**config.mk**
```make
export PLATFORM = sky130hd
export DESIGN_NAME = tcap_dev_flat
export DESIGN_NICKNAME = d
export VERILOG_FILES = /design/src/rtl/tcap_pkg.sv /design/src/rtl/tcap_link_if.sv /design/src/rtl/tcap_dev.sv /design/src/flat_wrapper.sv
export SDC_FILE = /design/constraint.sdc
export NUM_CORES = 2
export LEC_CHECK = 0
export BUFFER_PORTS_ARGS = -buffer_cell sky130_fd_sc_hd__buf_2
export CORE_UTILIZATION = 55
export DETAILED_ROUTE_END_ITERATION = 12
export GPL_TIMING_DRIVEN = 0
export PLACE_DENSITY = 0.78
export SYNTH_ARGS = -nofsm -noshare
export SYNTH_HDL_FRONTEND = slang
export SYNTH_SLANG_ARGS = --single-unit
```
**constraint.sdc**
```tcl
create_clock -name clk_sys_i -period 13 [get_ports clk_sys_i]
set_input_delay 1.3 -clock clk_sys_i [delete_from_list [all_inputs] [get_ports clk_sys_i]]
set_output_delay 1.3 -clock clk_sys_i [all_outputs]
set_load 0.005 [all_outputs]
```
**src/rtl/tcap_pkg.sv**
```systemverilog
/*
 * Shared constants for the test-port configuration array programmer:
 * instruction codes, register widths, reset values and link timing.
 * Assumes both ends and the bench are compiled after this package.
 */
package tcap_pkg;
    // Instruction register
    localparam int         IR_W          = 8;
    localparam logic [7:0] IR_CAPTURE    = 8'h01;
    localparam logic [7:0] OP_PROG_EN    = 8'h15;
    localparam logic [7:0] OP_PROG_DIS   = 8'h1e;
    localparam logic [7:0] OP_DONE_ERASE = 8'h24;
    localparam logic [7:0] OP_CFG_VERIFY = 8'h28;
    localparam logic [7:0] OP_CFG_ERASE  = 8'h29;
    localparam logic [7:0] OP_CFG_ADDR   = 8'h2b;
    localparam logic [7:0] OP_CFG_DATA   = 8'h2d;
    localparam logic [7:0] OP_CFG_PROG   = 8'h2e;
    localparam logic [7:0] OP_DONE_PROG  = 8'h2f;
    localparam logic [7:0] OP_BYPASS     = 8'hff;

    // Data registers and array
    localparam int          ADDR_W     = 4;
    localparam int          DATA_W     = 56;
    localparam int          CFG_COLS   = 16;
    localparam logic [55:0] ERASED_COL = 56'h0;
    localparam logic        DONE_RESET = 1'b0;
    localparam logic        PMODE_RESET = 1'b0;

    // Action fires on this rising edge spent in Run-Test-Idle
    localparam logic [1:0] RTI_FIRE_EDGE = 2'h2;

    // Host sequencing, counted in test-clock steps
    localparam int TLR_STEPS   = 5;
    localparam int IR_HDR_STEPS = 4;
    localparam int DR_HDR_STEPS = 3;
    localparam int RTI_STEPS   = 3;

    // Link timing
    localparam int TCK_PERIOD_NS = 160;
    localparam int CLK_PERIOD_NS = 4;
    localparam int TCK_HALF_CLKS = (TCK_PERIOD_NS + 2 * CLK_PERIOD_NS - 1) / (2 * CLK_PERIOD_NS);
endpackage : tcap_pkg

```
**src/rtl/tcap_link_if.sv**
```systemverilog
/*
 * Test access port wires between the programming host and the device.
 * Assumes the bench joins one host and one device; TDO idles high when undriven.
 */
`timescale 1ns/1ps
interface tcap_link_if;
    logic tck;
    logic tms;
    logic tdi;
    logic tdo;
    logic tdo_oe;
    logic tdo_line;

    // Pull-up on the serial output when the device releases it
    assign tdo_line = tdo_oe ? tdo : 1'b1;

    modport dev (
        input  tck,
        input  tms,
        input  tdi,
        output tdo,
        output tdo_oe
    );

    modport host (
        output tck,
        output tms,
        output tdi,
        input  tdo_line
    );
endinterface : tcap_link_if

```
**src/rtl/tcap_dev.sv**
```systemverilog
/*
 * Device end: test access port state machine, instruction and data
 * registers, programming mode, done flag and the configuration array.
 * Assumes tck, tms and tdi arrive asynchronously and are far slower than clk_sys_i.
 */
`timescale 1ns/1ps
module tcap_dev #(
    parameter int COLS = tcap_pkg::CFG_COLS
) (
    input  wire logic                         clk_sys_i,
    input  wire logic                         nrst_i,
    tcap_link_if.dev                          link,
    input  wire logic [tcap_pkg::ADDR_W-1:0]  rd_addr_i,
    output logic      [tcap_pkg::DATA_W-1:0]  rd_data_o,
    output logic                              done_o,
    output logic                              prog_mode_o
);
    localparam int AW = tcap_pkg::ADDR_W;
    localparam int DW = tcap_pkg::DATA_W;

    typedef enum logic [15:0] {
        TLR    = 16'h0001,
        RTI    = 16'h0002,
        SEL_DR = 16'h0004,
        CAP_DR = 16'h0008,
        SH_DR  = 16'h0010,
        EX1_DR = 16'h0020,
        PA_DR  = 16'h0040,
        EX2_DR = 16'h0080,
        UP_DR  = 16'h0100,
        SEL_IR = 16'h0200,
        CAP_IR = 16'h0400,
        SH_IR  = 16'h0800,
        EX1_IR = 16'h1000,
        PA_IR  = 16'h2000,
        EX2_IR = 16'h4000,
        UP_IR  = 16'h8000
    } tcap_tap_t;

    tcap_tap_t            tap;
    tcap_tap_t            next_tap;
    logic [2:0]           tck_sync;
    logic [1:0]           tms_sync;
    logic [1:0]           tdi_sync;
    logic                 tck_rise;
    logic                 tck_fall;
    logic                 tms_s;
    logic                 tdi_s;
    logic [7:0]           ir;
    logic [7:0]           ir_sh;
    logic [DW-1:0]        dr_sh;
    logic [AW-1:0]        col_addr;
    logic [DW-1:0]        data_reg;
    logic [1:0]           rti_cnt;
    logic                 rti_fire;
    logic                 erase_fire;
    logic                 prog_fire;
    logic [DW-1:0]        cfg_mem [COLS];
    logic                 sel_addr;
    logic                 sel_data;

    // Two flops per data pin, three for the clock; edge detect only looks at the second and third stage
    always_ff @(posedge clk_sys_i) begin
        if (!nrst_i) begin
            tck_sync <= 3'h0;
            tms_sync <= 2'h0;
            tdi_sync <= 2'h0;
        end else begin
            tck_sync <= {tck_sync[1:0], link.tck};
            tms_sync <= {tms_sync[0], link.tms};
            tdi_sync <= {tdi_sync[0], link.tdi};
        end
    end

    assign tck_rise = tck_sync[1] & ~tck_sync[2];
    assign tck_fall = ~tck_sync[1] & tck_sync[2];
    assign tms_s    = tms_sync[1];
    assign tdi_s    = tdi_sync[1];

    // Which data register sits between serial input and output
    assign sel_addr = (ir == tcap_pkg::OP_CFG_ADDR);
    assign sel_data = (ir == tcap_pkg::OP_CFG_DATA);

    // Standard test access port transitions
    always_comb begin
        next_tap = tap;
        unique case (tap)
            TLR:    next_tap = tms_s ? TLR    : RTI;
            RTI:    next_tap = tms_s ? SEL_DR : RTI;
            SEL_DR: next_tap = tms_s ? SEL_IR : CAP_DR;
            CAP_DR: next_tap = tms_s ? EX1_DR : SH_DR;
            SH_DR:  next_tap = tms_s ? EX1_DR : SH_DR;
            EX1_DR: next_tap = tms_s ? UP_DR  : PA_DR;
            PA_DR:  next_tap = tms_s ? EX2_DR : PA_DR;
            EX2_DR: next_tap = tms_s ? UP_DR  : SH_DR;
            UP_DR:  next_tap = tms_s ? SEL_DR : RTI;
            SEL_IR: next_tap = tms_s ? TLR    : CAP_IR;
            CAP_IR: next_tap = tms_s ? EX1_IR : SH_IR;
            SH_IR:  next_tap = tms_s ? EX1_IR : SH_IR;
            EX1_IR: next_tap = tms_s ? UP_IR  : PA_IR;
            PA_IR:  next_tap = tms_s ? EX2_IR : PA_IR;
            EX2_IR: next_tap = tms_s ? UP_IR  : SH_IR;
            UP_IR:  next_tap = tms_s ? SEL_DR : RTI;
            default: next_tap = TLR; // Illegal one-hot code recovers to reset
        endcase
    end

    // State advances only on a test-clock rising edge
    always_ff @(posedge clk_sys_i) begin
        if (!nrst_i) begin
            tap <= TLR;
        end else if (tck_rise) begin
            tap <= next_tap;
        end
    end

    // Instruction register: capture, shift, update; reset leaves bypass
    always_ff @(posedge clk_sys_i) begin
        if (!nrst_i) begin
            ir_sh <= tcap_pkg::IR_CAPTURE;
            ir    <= tcap_pkg::OP_BYPASS;
        end else if (tck_rise) begin
            unique case (tap)
                TLR:     ir    <= tcap_pkg::OP_BYPASS;
                CAP_IR:  ir_sh <= tcap_pkg::IR_CAPTURE;
                SH_IR:   ir_sh <= {tdi_s, ir_sh[7:1]};
                UP_IR:   ir    <= ir_sh;
                default: ir    <= ir;
            endcase
        end
    end

    // Data shift path; length follows the instruction, bypass is one bit
    always_ff @(posedge clk_sys_i) begin
        if (!nrst_i) begin
            dr_sh <= '0;
        end else if (tck_rise && tap == CAP_DR) begin
            if (sel_data) begin
                dr_sh <= data_reg;
            end else if (sel_addr) begin
                dr_sh <= {{(DW-AW){1'b0}}, col_addr};
            end else begin
                dr_sh <= '0;
            end
        end else if (tck_rise && tap == SH_DR) begin
            if (sel_data) begin
                dr_sh <= {tdi_s, dr_sh[DW-1:1]};
            end else if (sel_addr) begin
                dr_sh <= {{(DW-AW){1'b0}}, tdi_s, dr_sh[AW-1:1]};
            end else begin
                dr_sh <= {{(DW-1){1'b0}}, tdi_s};
            end
        end
    end

    // Column address register, used by every later program or verify
    always_ff @(posedge clk_sys_i) begin
        if (!nrst_i) begin
            col_addr <= '0;
        end else if (tck_rise && tap == UP_DR && sel_addr) begin
            col_addr <= dr_sh[AW-1:0];
        end
    end

    // Count rising edges spent in idle; saturate so one stay fires once
    always_ff @(posedge clk_sys_i) begin
        if (!nrst_i) begin
            rti_cnt <= 2'h0;
        end else if (tck_rise) begin
            if (tap != RTI) begin
                rti_cnt <= 2'h0;
            end else if (rti_cnt != tcap_pkg::RTI_FIRE_EDGE) begin
                rti_cnt <= rti_cnt + 2'h1;
            end
        end
    end

    // Second idle edge: the counter has seen exactly one edge before it
    assign rti_fire   = tck_rise && tap == RTI && rti_cnt == (tcap_pkg::RTI_FIRE_EDGE - 2'h1);
    assign erase_fire = rti_fire && prog_mode_o && ir == tcap_pkg::OP_CFG_ERASE;
    assign prog_fire  = rti_fire && prog_mode_o && ir == tcap_pkg::OP_CFG_PROG;

    // Configuration data register: loaded by a data scan or by verify
    always_ff @(posedge clk_sys_i) begin
        if (!nrst_i) begin
            data_reg <= '0;
        end else if (tck_rise && tap == UP_DR && sel_data) begin
            data_reg <= dr_sh;
        end else if (rti_fire && ir == tcap_pkg::OP_CFG_VERIFY) begin
            data_reg <= cfg_mem[col_addr];
        end
    end

    // Programming mode: enable on update, cancel on disable or reset state
    always_ff @(posedge clk_sys_i) begin
        if (!nrst_i) begin
            prog_mode_o <= tcap_pkg::PMODE_RESET;
        end else if (tck_rise && (tap == TLR || next_tap == TLR)) begin
            prog_mode_o <= 1'b0; // Cleared on the edge that enters reset state
        end else if (tck_rise && tap == UP_IR && ir_sh == tcap_pkg::OP_PROG_EN) begin
            prog_mode_o <= 1'b1;
        end else if (tck_rise && tap == UP_IR && ir_sh == tcap_pkg::OP_PROG_DIS) begin
            prog_mode_o <= 1'b0;
        end
    end

    // Done flag; mode gates it like every other erase or program
    always_ff @(posedge clk_sys_i) begin
        if (!nrst_i) begin
            done_o <= tcap_pkg::DONE_RESET;
        end else if (rti_fire && prog_mode_o && ir == tcap_pkg::OP_DONE_ERASE) begin
            done_o <= 1'b0;
        end else if (rti_fire && prog_mode_o && ir == tcap_pkg::OP_DONE_PROG) begin
            done_o <= 1'b1;
        end
    end

    // One writer per column; program overwrites the column, so no erase is needed first
    for (genvar g = 0; g < COLS; g++) begin : g_col
        always_ff @(posedge clk_sys_i) begin
            if (!nrst_i) begin
                cfg_mem[g] <= tcap_pkg::ERASED_COL;
            end else if (erase_fire) begin
                cfg_mem[g] <= tcap_pkg::ERASED_COL;
            end else if (prog_fire && col_addr == AW'(g)) begin
                cfg_mem[g] <= data_reg;
            end
        end
    end

    // User-side read port, one cycle latency
    always_ff @(posedge clk_sys_i) begin
        if (!nrst_i) begin
            rd_data_o <= '0;
        end else begin
            rd_data_o <= cfg_mem[rd_addr_i];
        end
    end

    // Serial output changes on the falling edge, driven only while shifting
    always_ff @(posedge clk_sys_i) begin
        if (!nrst_i) begin
            link.tdo    <= 1'b0;
            link.tdo_oe <= 1'b0;
        end else if (tck_fall) begin
            link.tdo_oe <= (tap == SH_IR) || (tap == SH_DR);
            link.tdo    <= (tap == SH_IR) ? ir_sh[0] : dr_sh[0];
        end
    end
endmodule : tcap_dev

```
**src/flat_wrapper.sv**
```systemverilog
// flat-port wrapper written by rule: the top's interface ports become plain ports
module tcap_dev_flat 
#(
    parameter int COLS = tcap_pkg::CFG_COLS
)
  (clk_sys_i, nrst_i, rd_addr_i, rd_data_o, done_o, prog_mode_o, link_tck, link_tms, link_tdi, link_tdo, link_tdo_oe);
  tcap_link_if link_i ();
  input  wire logic clk_sys_i;
  input  wire logic nrst_i;
  input  wire logic [tcap_pkg::ADDR_W-1:0] rd_addr_i;
  output logic      [tcap_pkg::DATA_W-1:0] rd_data_o;
  output logic done_o;
  output logic prog_mode_o;
  input wire logic [$bits(link_i.tck)-1:0] link_tck;
  input wire logic [$bits(link_i.tms)-1:0] link_tms;
  input wire logic [$bits(link_i.tdi)-1:0] link_tdi;
  output wire logic [$bits(link_i.tdo)-1:0] link_tdo;
  output wire logic [$bits(link_i.tdo_oe)-1:0] link_tdo_oe;
  assign link_i.tck = link_tck;
  assign link_i.tms = link_tms;
  assign link_i.tdi = link_tdi;
  assign link_tdo = link_i.tdo;
  assign link_tdo_oe = link_i.tdo_oe;
  tcap_dev #(.COLS(COLS)) u_core (.clk_sys_i(clk_sys_i), .nrst_i(nrst_i), .link(link_i), .rd_addr_i(rd_addr_i), .rd_data_o(rd_data_o), .done_o(done_o), .prog_mode_o(prog_mode_o));
endmodule
```
Yosys cells after proc, flatten, opt, wreduce, memory -nomap -nowiden
Memories as Yosys holds them, arrays and structs flattened. A register that Yosys moved wholly into a read port is not among the register bits.
Index checks and enable logic that the tools add are counted.
W data, S select, Z words.
{"block": "word_totals", "reg_bits": 161, "ramBits": 896, "in_bits": 9, "output_inout_bits": 60, "elab_cells": 278, "n_memories": 1}
{"block": "classes", "n_addsub": 1, "eq_ne": 44, "muxes": 130, "n_bitwise": 37, "n_reduce_logical": 51}
{"memory": "u_core.cfg_mem", "words": 16, "word_bits": 56, "read_ports": 2, "rd_clocked_by_memory_dff": 2, "write_ports": 16, "line": "tcap_dev.sv:58", "source": "logic [DW-1:0] cfg_mem [COLS];"}
{"cell": "$mux W56", "count": 38}
{"cell": "$pmux W16 S12", "count": 1}
{"cell": "$mux W1", "count": 71}
{"cell": "$eq A8 B6 Y1 const B", "count": 7}
{"cell": "$logic_and A1 B1 Y1", "count": 33}
{"cell": "$eq A16 B1 Y1 const B", "count": 2}
{"cell": "$eq A4 B4 Y1 const B", "count": 8}
{"cell": "$mux W16", "count": 2}
{"cell": "$or A1 B1 Y1", "count": 32}
{"cell": "$pmux W8 S2", "count": 2}
{"cell": "$mux W9", "count": 2}
{"cell": "$eq A16 B10 Y1 const B", "count": 1}
{"cell": "$eq A16 B11 Y1 const B", "count": 1}
{"cell": "$eq A16 B12 Y1 const B", "count": 1}
{"cell": "$eq A16 B13 Y1 const B", "count": 1}
{"cell": "$eq A16 B14 Y1 const B", "count": 1}
{"cell": "$eq A16 B15 Y1 const B", "count": 1}
{"cell": "$eq A16 B16 Y1 const B", "count": 1}
{"cell": "$eq A16 B2 Y1 const B", "count": 1}
{"cell": "$eq A16 B3 Y1 const B", "count": 1}
{"cell": "$eq A16 B4 Y1 const B", "count": 1}
{"cell": "$eq A16 B5 Y1 const B", "count": 1}
{"cell": "$eq A16 B6 Y1 const B", "count": 1}
{"cell": "$eq A16 B7 Y1 const B", "count": 1}
{"cell": "28 further kinds", "count": 52}

Depth between registers and ports, before layout
{"block": "depth", "ltp_word": 12, "ltp_mapped": 9, "ltp_nobuf": 7}

Worst setup path before layout
No wires, ideal clock.
{"block": "synth_timing", "kind": "register to register", "from": "register u_core.tap[8]", "to": "memory u_core.cfg_mem[13][0] in the netlist's numbering, enable pin", "setup_ns": 0.547, "arrival_time_ns": 5.800, "required_ns": 12.453, "slack_ns": 6.652, "path_stages_with_launch": 9, "path_buffers": 2, "period_less_slack_ns": 6.348, "cell_sequence": "dfxtp_1 -> buf_2 -> nor4_4 -> nand3_2 -> nor4_2 -> and2b_1 -> nand2_1 -> buf_2 -> o21ai_0"}
{"element": "start, declared", "line": "tcap_dev.sv:40", "source": "tcap_tap_t tap;"}
{"element": "start signal, assigned", "line": "tcap_dev.sv:113", "source": "tap <= next_tap;"}
{"element": "end, declared", "line": "tcap_dev.sv:58"}

==> results.cfg <==
[run_status]
outcome = finished, violations left
violations = DRC, capacitance limit, slew limit

[global_route]
grt_max_degree = 24
grt_usage = 0.351
grt_pass1_vias = 37910
antenna_found_initial = 7
grt_pass1_wl_um = 249000
grt-ovfl-total = 0

[power]
total_power_mw = 7.92
powerDensity_nw_per_um2 = 130
peakVddDrop_mv = 0.100
power_leakage_nw = 18.8

[layout]
post_route_cells_drive_above_1_share = 0.252
area_growth_pct = 12.2
regMostFlops = u_core.cfg_mem
finish.net_count = 4051
fillCellCount = 6853
largest_reg_flops = 896
stdcell_count = 5421

[floorplanning]
start_util = 0.558
rows = 114
core_um2 = 97000
ios = 69
die-area_um2 = 99600
die_h_um = 316
die_x_um = 316

[run]
drv_cap = 3

[critical_path]
crit_required_ns = 13.57
critPathTopFamily = buffers and inverters
crit_arrival_ns = 5.37
critical-path-max-stage-delay_ns = 1.06
crit_buf_inv = 5
crit_path_end_kind = flip-flop
crit_top_cell = buf_2
cp_max_fo = 10
startpoint_type = flip-flop
crit_type = flip-flop to flip-flop
crit_path_top_delay_cell = clkbuf_1
crit_path_cell_trace = buf_2 -> clkbuf_1 -> buf_2 -> clkbuf_1 -> buf_2 -> mux2i_1 -> nor2_1 -> a21oi_1 -> o21ai_1

[placement]
dpl.hpwl_um = 118000
dp_cells = 5201
io_buffers = 63
gp_congestion = 0.947

[synthesis]
synth_top_area_frac = 0.497
syn_nets = 3834
yosysWarnings = 0
synth_edf_count = 896
synth-seq-area-share = 0.579
syn_area_um2 = 54100
synthFlopType = edfxtp_1
ys_ff_latch = 1117
avgSynthCellArea_um2 = 14.1
async_reset_ff_frac = 0
synth.top_cells.by_area = edfxtp_1, mux4_2, dfxtp_1, nor2_1, nand2_1
yosys.cell_types.count = 65
synth_top_area_cell = edfxtp_1
netlist_instances = 3823

[detailed_routing]
num_vias = 38166
viasPerCell = 7.04
drtPass1Iterations = 12
routed_wl_um = 173000
antenna_left = 0
drc = 2
wl_per_cell_um = 31.9
drt_iter0_markers = 6580

[sta]
rsz0062_at_grt = false
setup_viol = 0
setup_tns_ns = 0
post-route-min-period_ns = 4.81
period_share = 0.370
tightestPinTransition_ns = 1.57
hold_viol = 0
fin_skew_ns = 0.0394
drv_slew = 33
fmaxAchievable_mhz = 208
hold_ws_ns = 0.433
max_slew_margin = -0.0488

[clock_network]
cts_resized = 0
cts.sinks = 1117
max-clock-path-buffers = 3
cts_setup_buffers = 0
root_buffer = clkbuf_16
cts_max_level = 3
cts_made_buffers = 113
clock_latency_ns = 0.73
cts_tree = done
clk_pin_slew_ns = 0.06
cts-hold-fix-buffers = 0

[worst_hold_path]
min_path_type = flip-flop to flip-flop
cell type report:
cell class	instances	area, um^2	area share
Clock inverter	40	377	0.00620
Antenna cell	4	10.0	0.000165
Sequential cell	1117	31300	0.516
Multi-Input combinational cell	2342	21300	0.352
Clock buffer	176	3280	0.0540
Inverter	42	158	0.00260
Timing Repair Buffer	102	1170	0.0193
Tap cell	1276	1600	0.0263
Buffer	322	1440	0.0237
cell usage after synthesis, types with 14 or more instances:
library cell	instances
a22oi_2	40
buf_1	19
inv_1	42
mux2_2	21
dfxtp_1	221
nor2_1	1002
a22oi_1	20
clkbuf_1	171
o21ai_1	40
mux4_2	542
mux2i_1	79
a2bb2oi_1	53
edfxtp_1	896
nand3_1	14
and2_1	65
nand2_1	264
o21ai_0	49
buf_2	119
a21oi_1	43
layer usage:
metal | GRT usage | vias up | routed length (um)
li1 | - | 14942 | -
met3 | 0.126 | 815 | 28100
met4 | 0.194 | 14 | 11100
met5 | 0.0161 | - | 287
met2 | 0.537 | 3636 | 78000
met1 | 0.437 | 18759 | 55200
final timing paths:
| kind | from | end | slack [ns] | cells past startpoint |
|---|---|---|---|---|
| max reg2reg | flip-flop | u_core.data_reg[52]$_SDFFE_PN0P_ | 8.19 | 9 |
| min | u_core.tdi_sync[0]$_SDFF_PN0_ | u_core.tdi_sync[1]$_SDFF_PN0_ | 0.43 | 1 |
| max | flip-flop | u_core.data_reg[52]$_SDFFE_PN0P_ | 8.19 | 9 |
| min reg2reg | u_core.tdi_sync[0]$_SDFF_PN0_ | u_core.tdi_sync[1]$_SDFF_PN0_ | 0.43 | 1 |
report_power, final:
part	internal (mW)	switching, mW	leakage (nW)	total, mW
sequential	4.01	0.0814	10.3	4.10
combinational	0.270	0.298	6.73	0.568
clock	1.83	1.42	1.81	3.25
total	6.12	1.80	18.8	7.92
through the flow:
| stage | instance area (um^2) | setup slack, ns | utilization |
|---|---|---|---|
| floorplan | 54100 | 6.65 | - |
| global placement | 56000 | 0.840 | 0.577 |
| detailed placement | 57000 | 8.05 | 0.588 |
| CTS | 60700 | 8.63 | 0.626 |
| global route | 60700 | 8.44 | 0.626 |
| finish | 60700 | 8.19 | 0.626 |
placed cells by master, fill, tap and decap left out, drive strengths merged, types with 2 or more instances in the layout:
| cell | Yosys | layout |
|---|---|---|
| a211oi | 2 | 2 |
| a21oi | 43 | 43 |
| a22o | 4 | 4 |
| a22oi | 60 | 60 |
| a2bb2oi | 53 | 53 |
| and2 | 65 | 65 |
| and3 | 2 | 2 |
| buf | 151 | 252 |
| bufinv | 0 | 5 |
| clkbuf | 171 | 348 |
| clkinv | 0 | 29 |
| dfxtp | 221 | 221 |
| diode | 0 | 4 |
| edfxtp | 896 | 896 |
| ha | 2 | 2 |
| inv | 42 | 47 |
| mux2 | 21 | 21 |
| mux2i | 79 | 79 |
| mux4 | 542 | 542 |
| nand2 | 264 | 264 |
| nand2b | 7 | 7 |
| nand3 | 15 | 15 |
| nand3b | 3 | 3 |
| nand4 | 10 | 10 |
| nor2 | 1003 | 1003 |
| nor2b | 3 | 3 |
| nor3 | 8 | 8 |
| nor3b | 2 | 2 |
| nor4 | 9 | 9 |
| nor4b | 10 | 10 |
| o21ai | 89 | 89 |
| o22ai | 9 | 9 |
| o31a | 2 | 2 |
| o41ai | 2 | 2 |
| or2 | 2 | 2 |
| or3 | 3 | 3 |
| or4 | 8 | 8 |
| or4b | 2 | 2 |
| xnor2 | 3 | 3 |
| xor2 | 3 | 3 |
cells by family after synthesis:
group | share of synthesized area
muxes | 0.245
adders and majority gates | 0.000463
DFF | 0.579
AOI/OAI and AO/OA | 0.0373
and+or+nand+nor | 0.108
buffers and inverters | 0.0294
xor gates and xnor gates | 0.000972
Power figures use the tool's default switching activity.
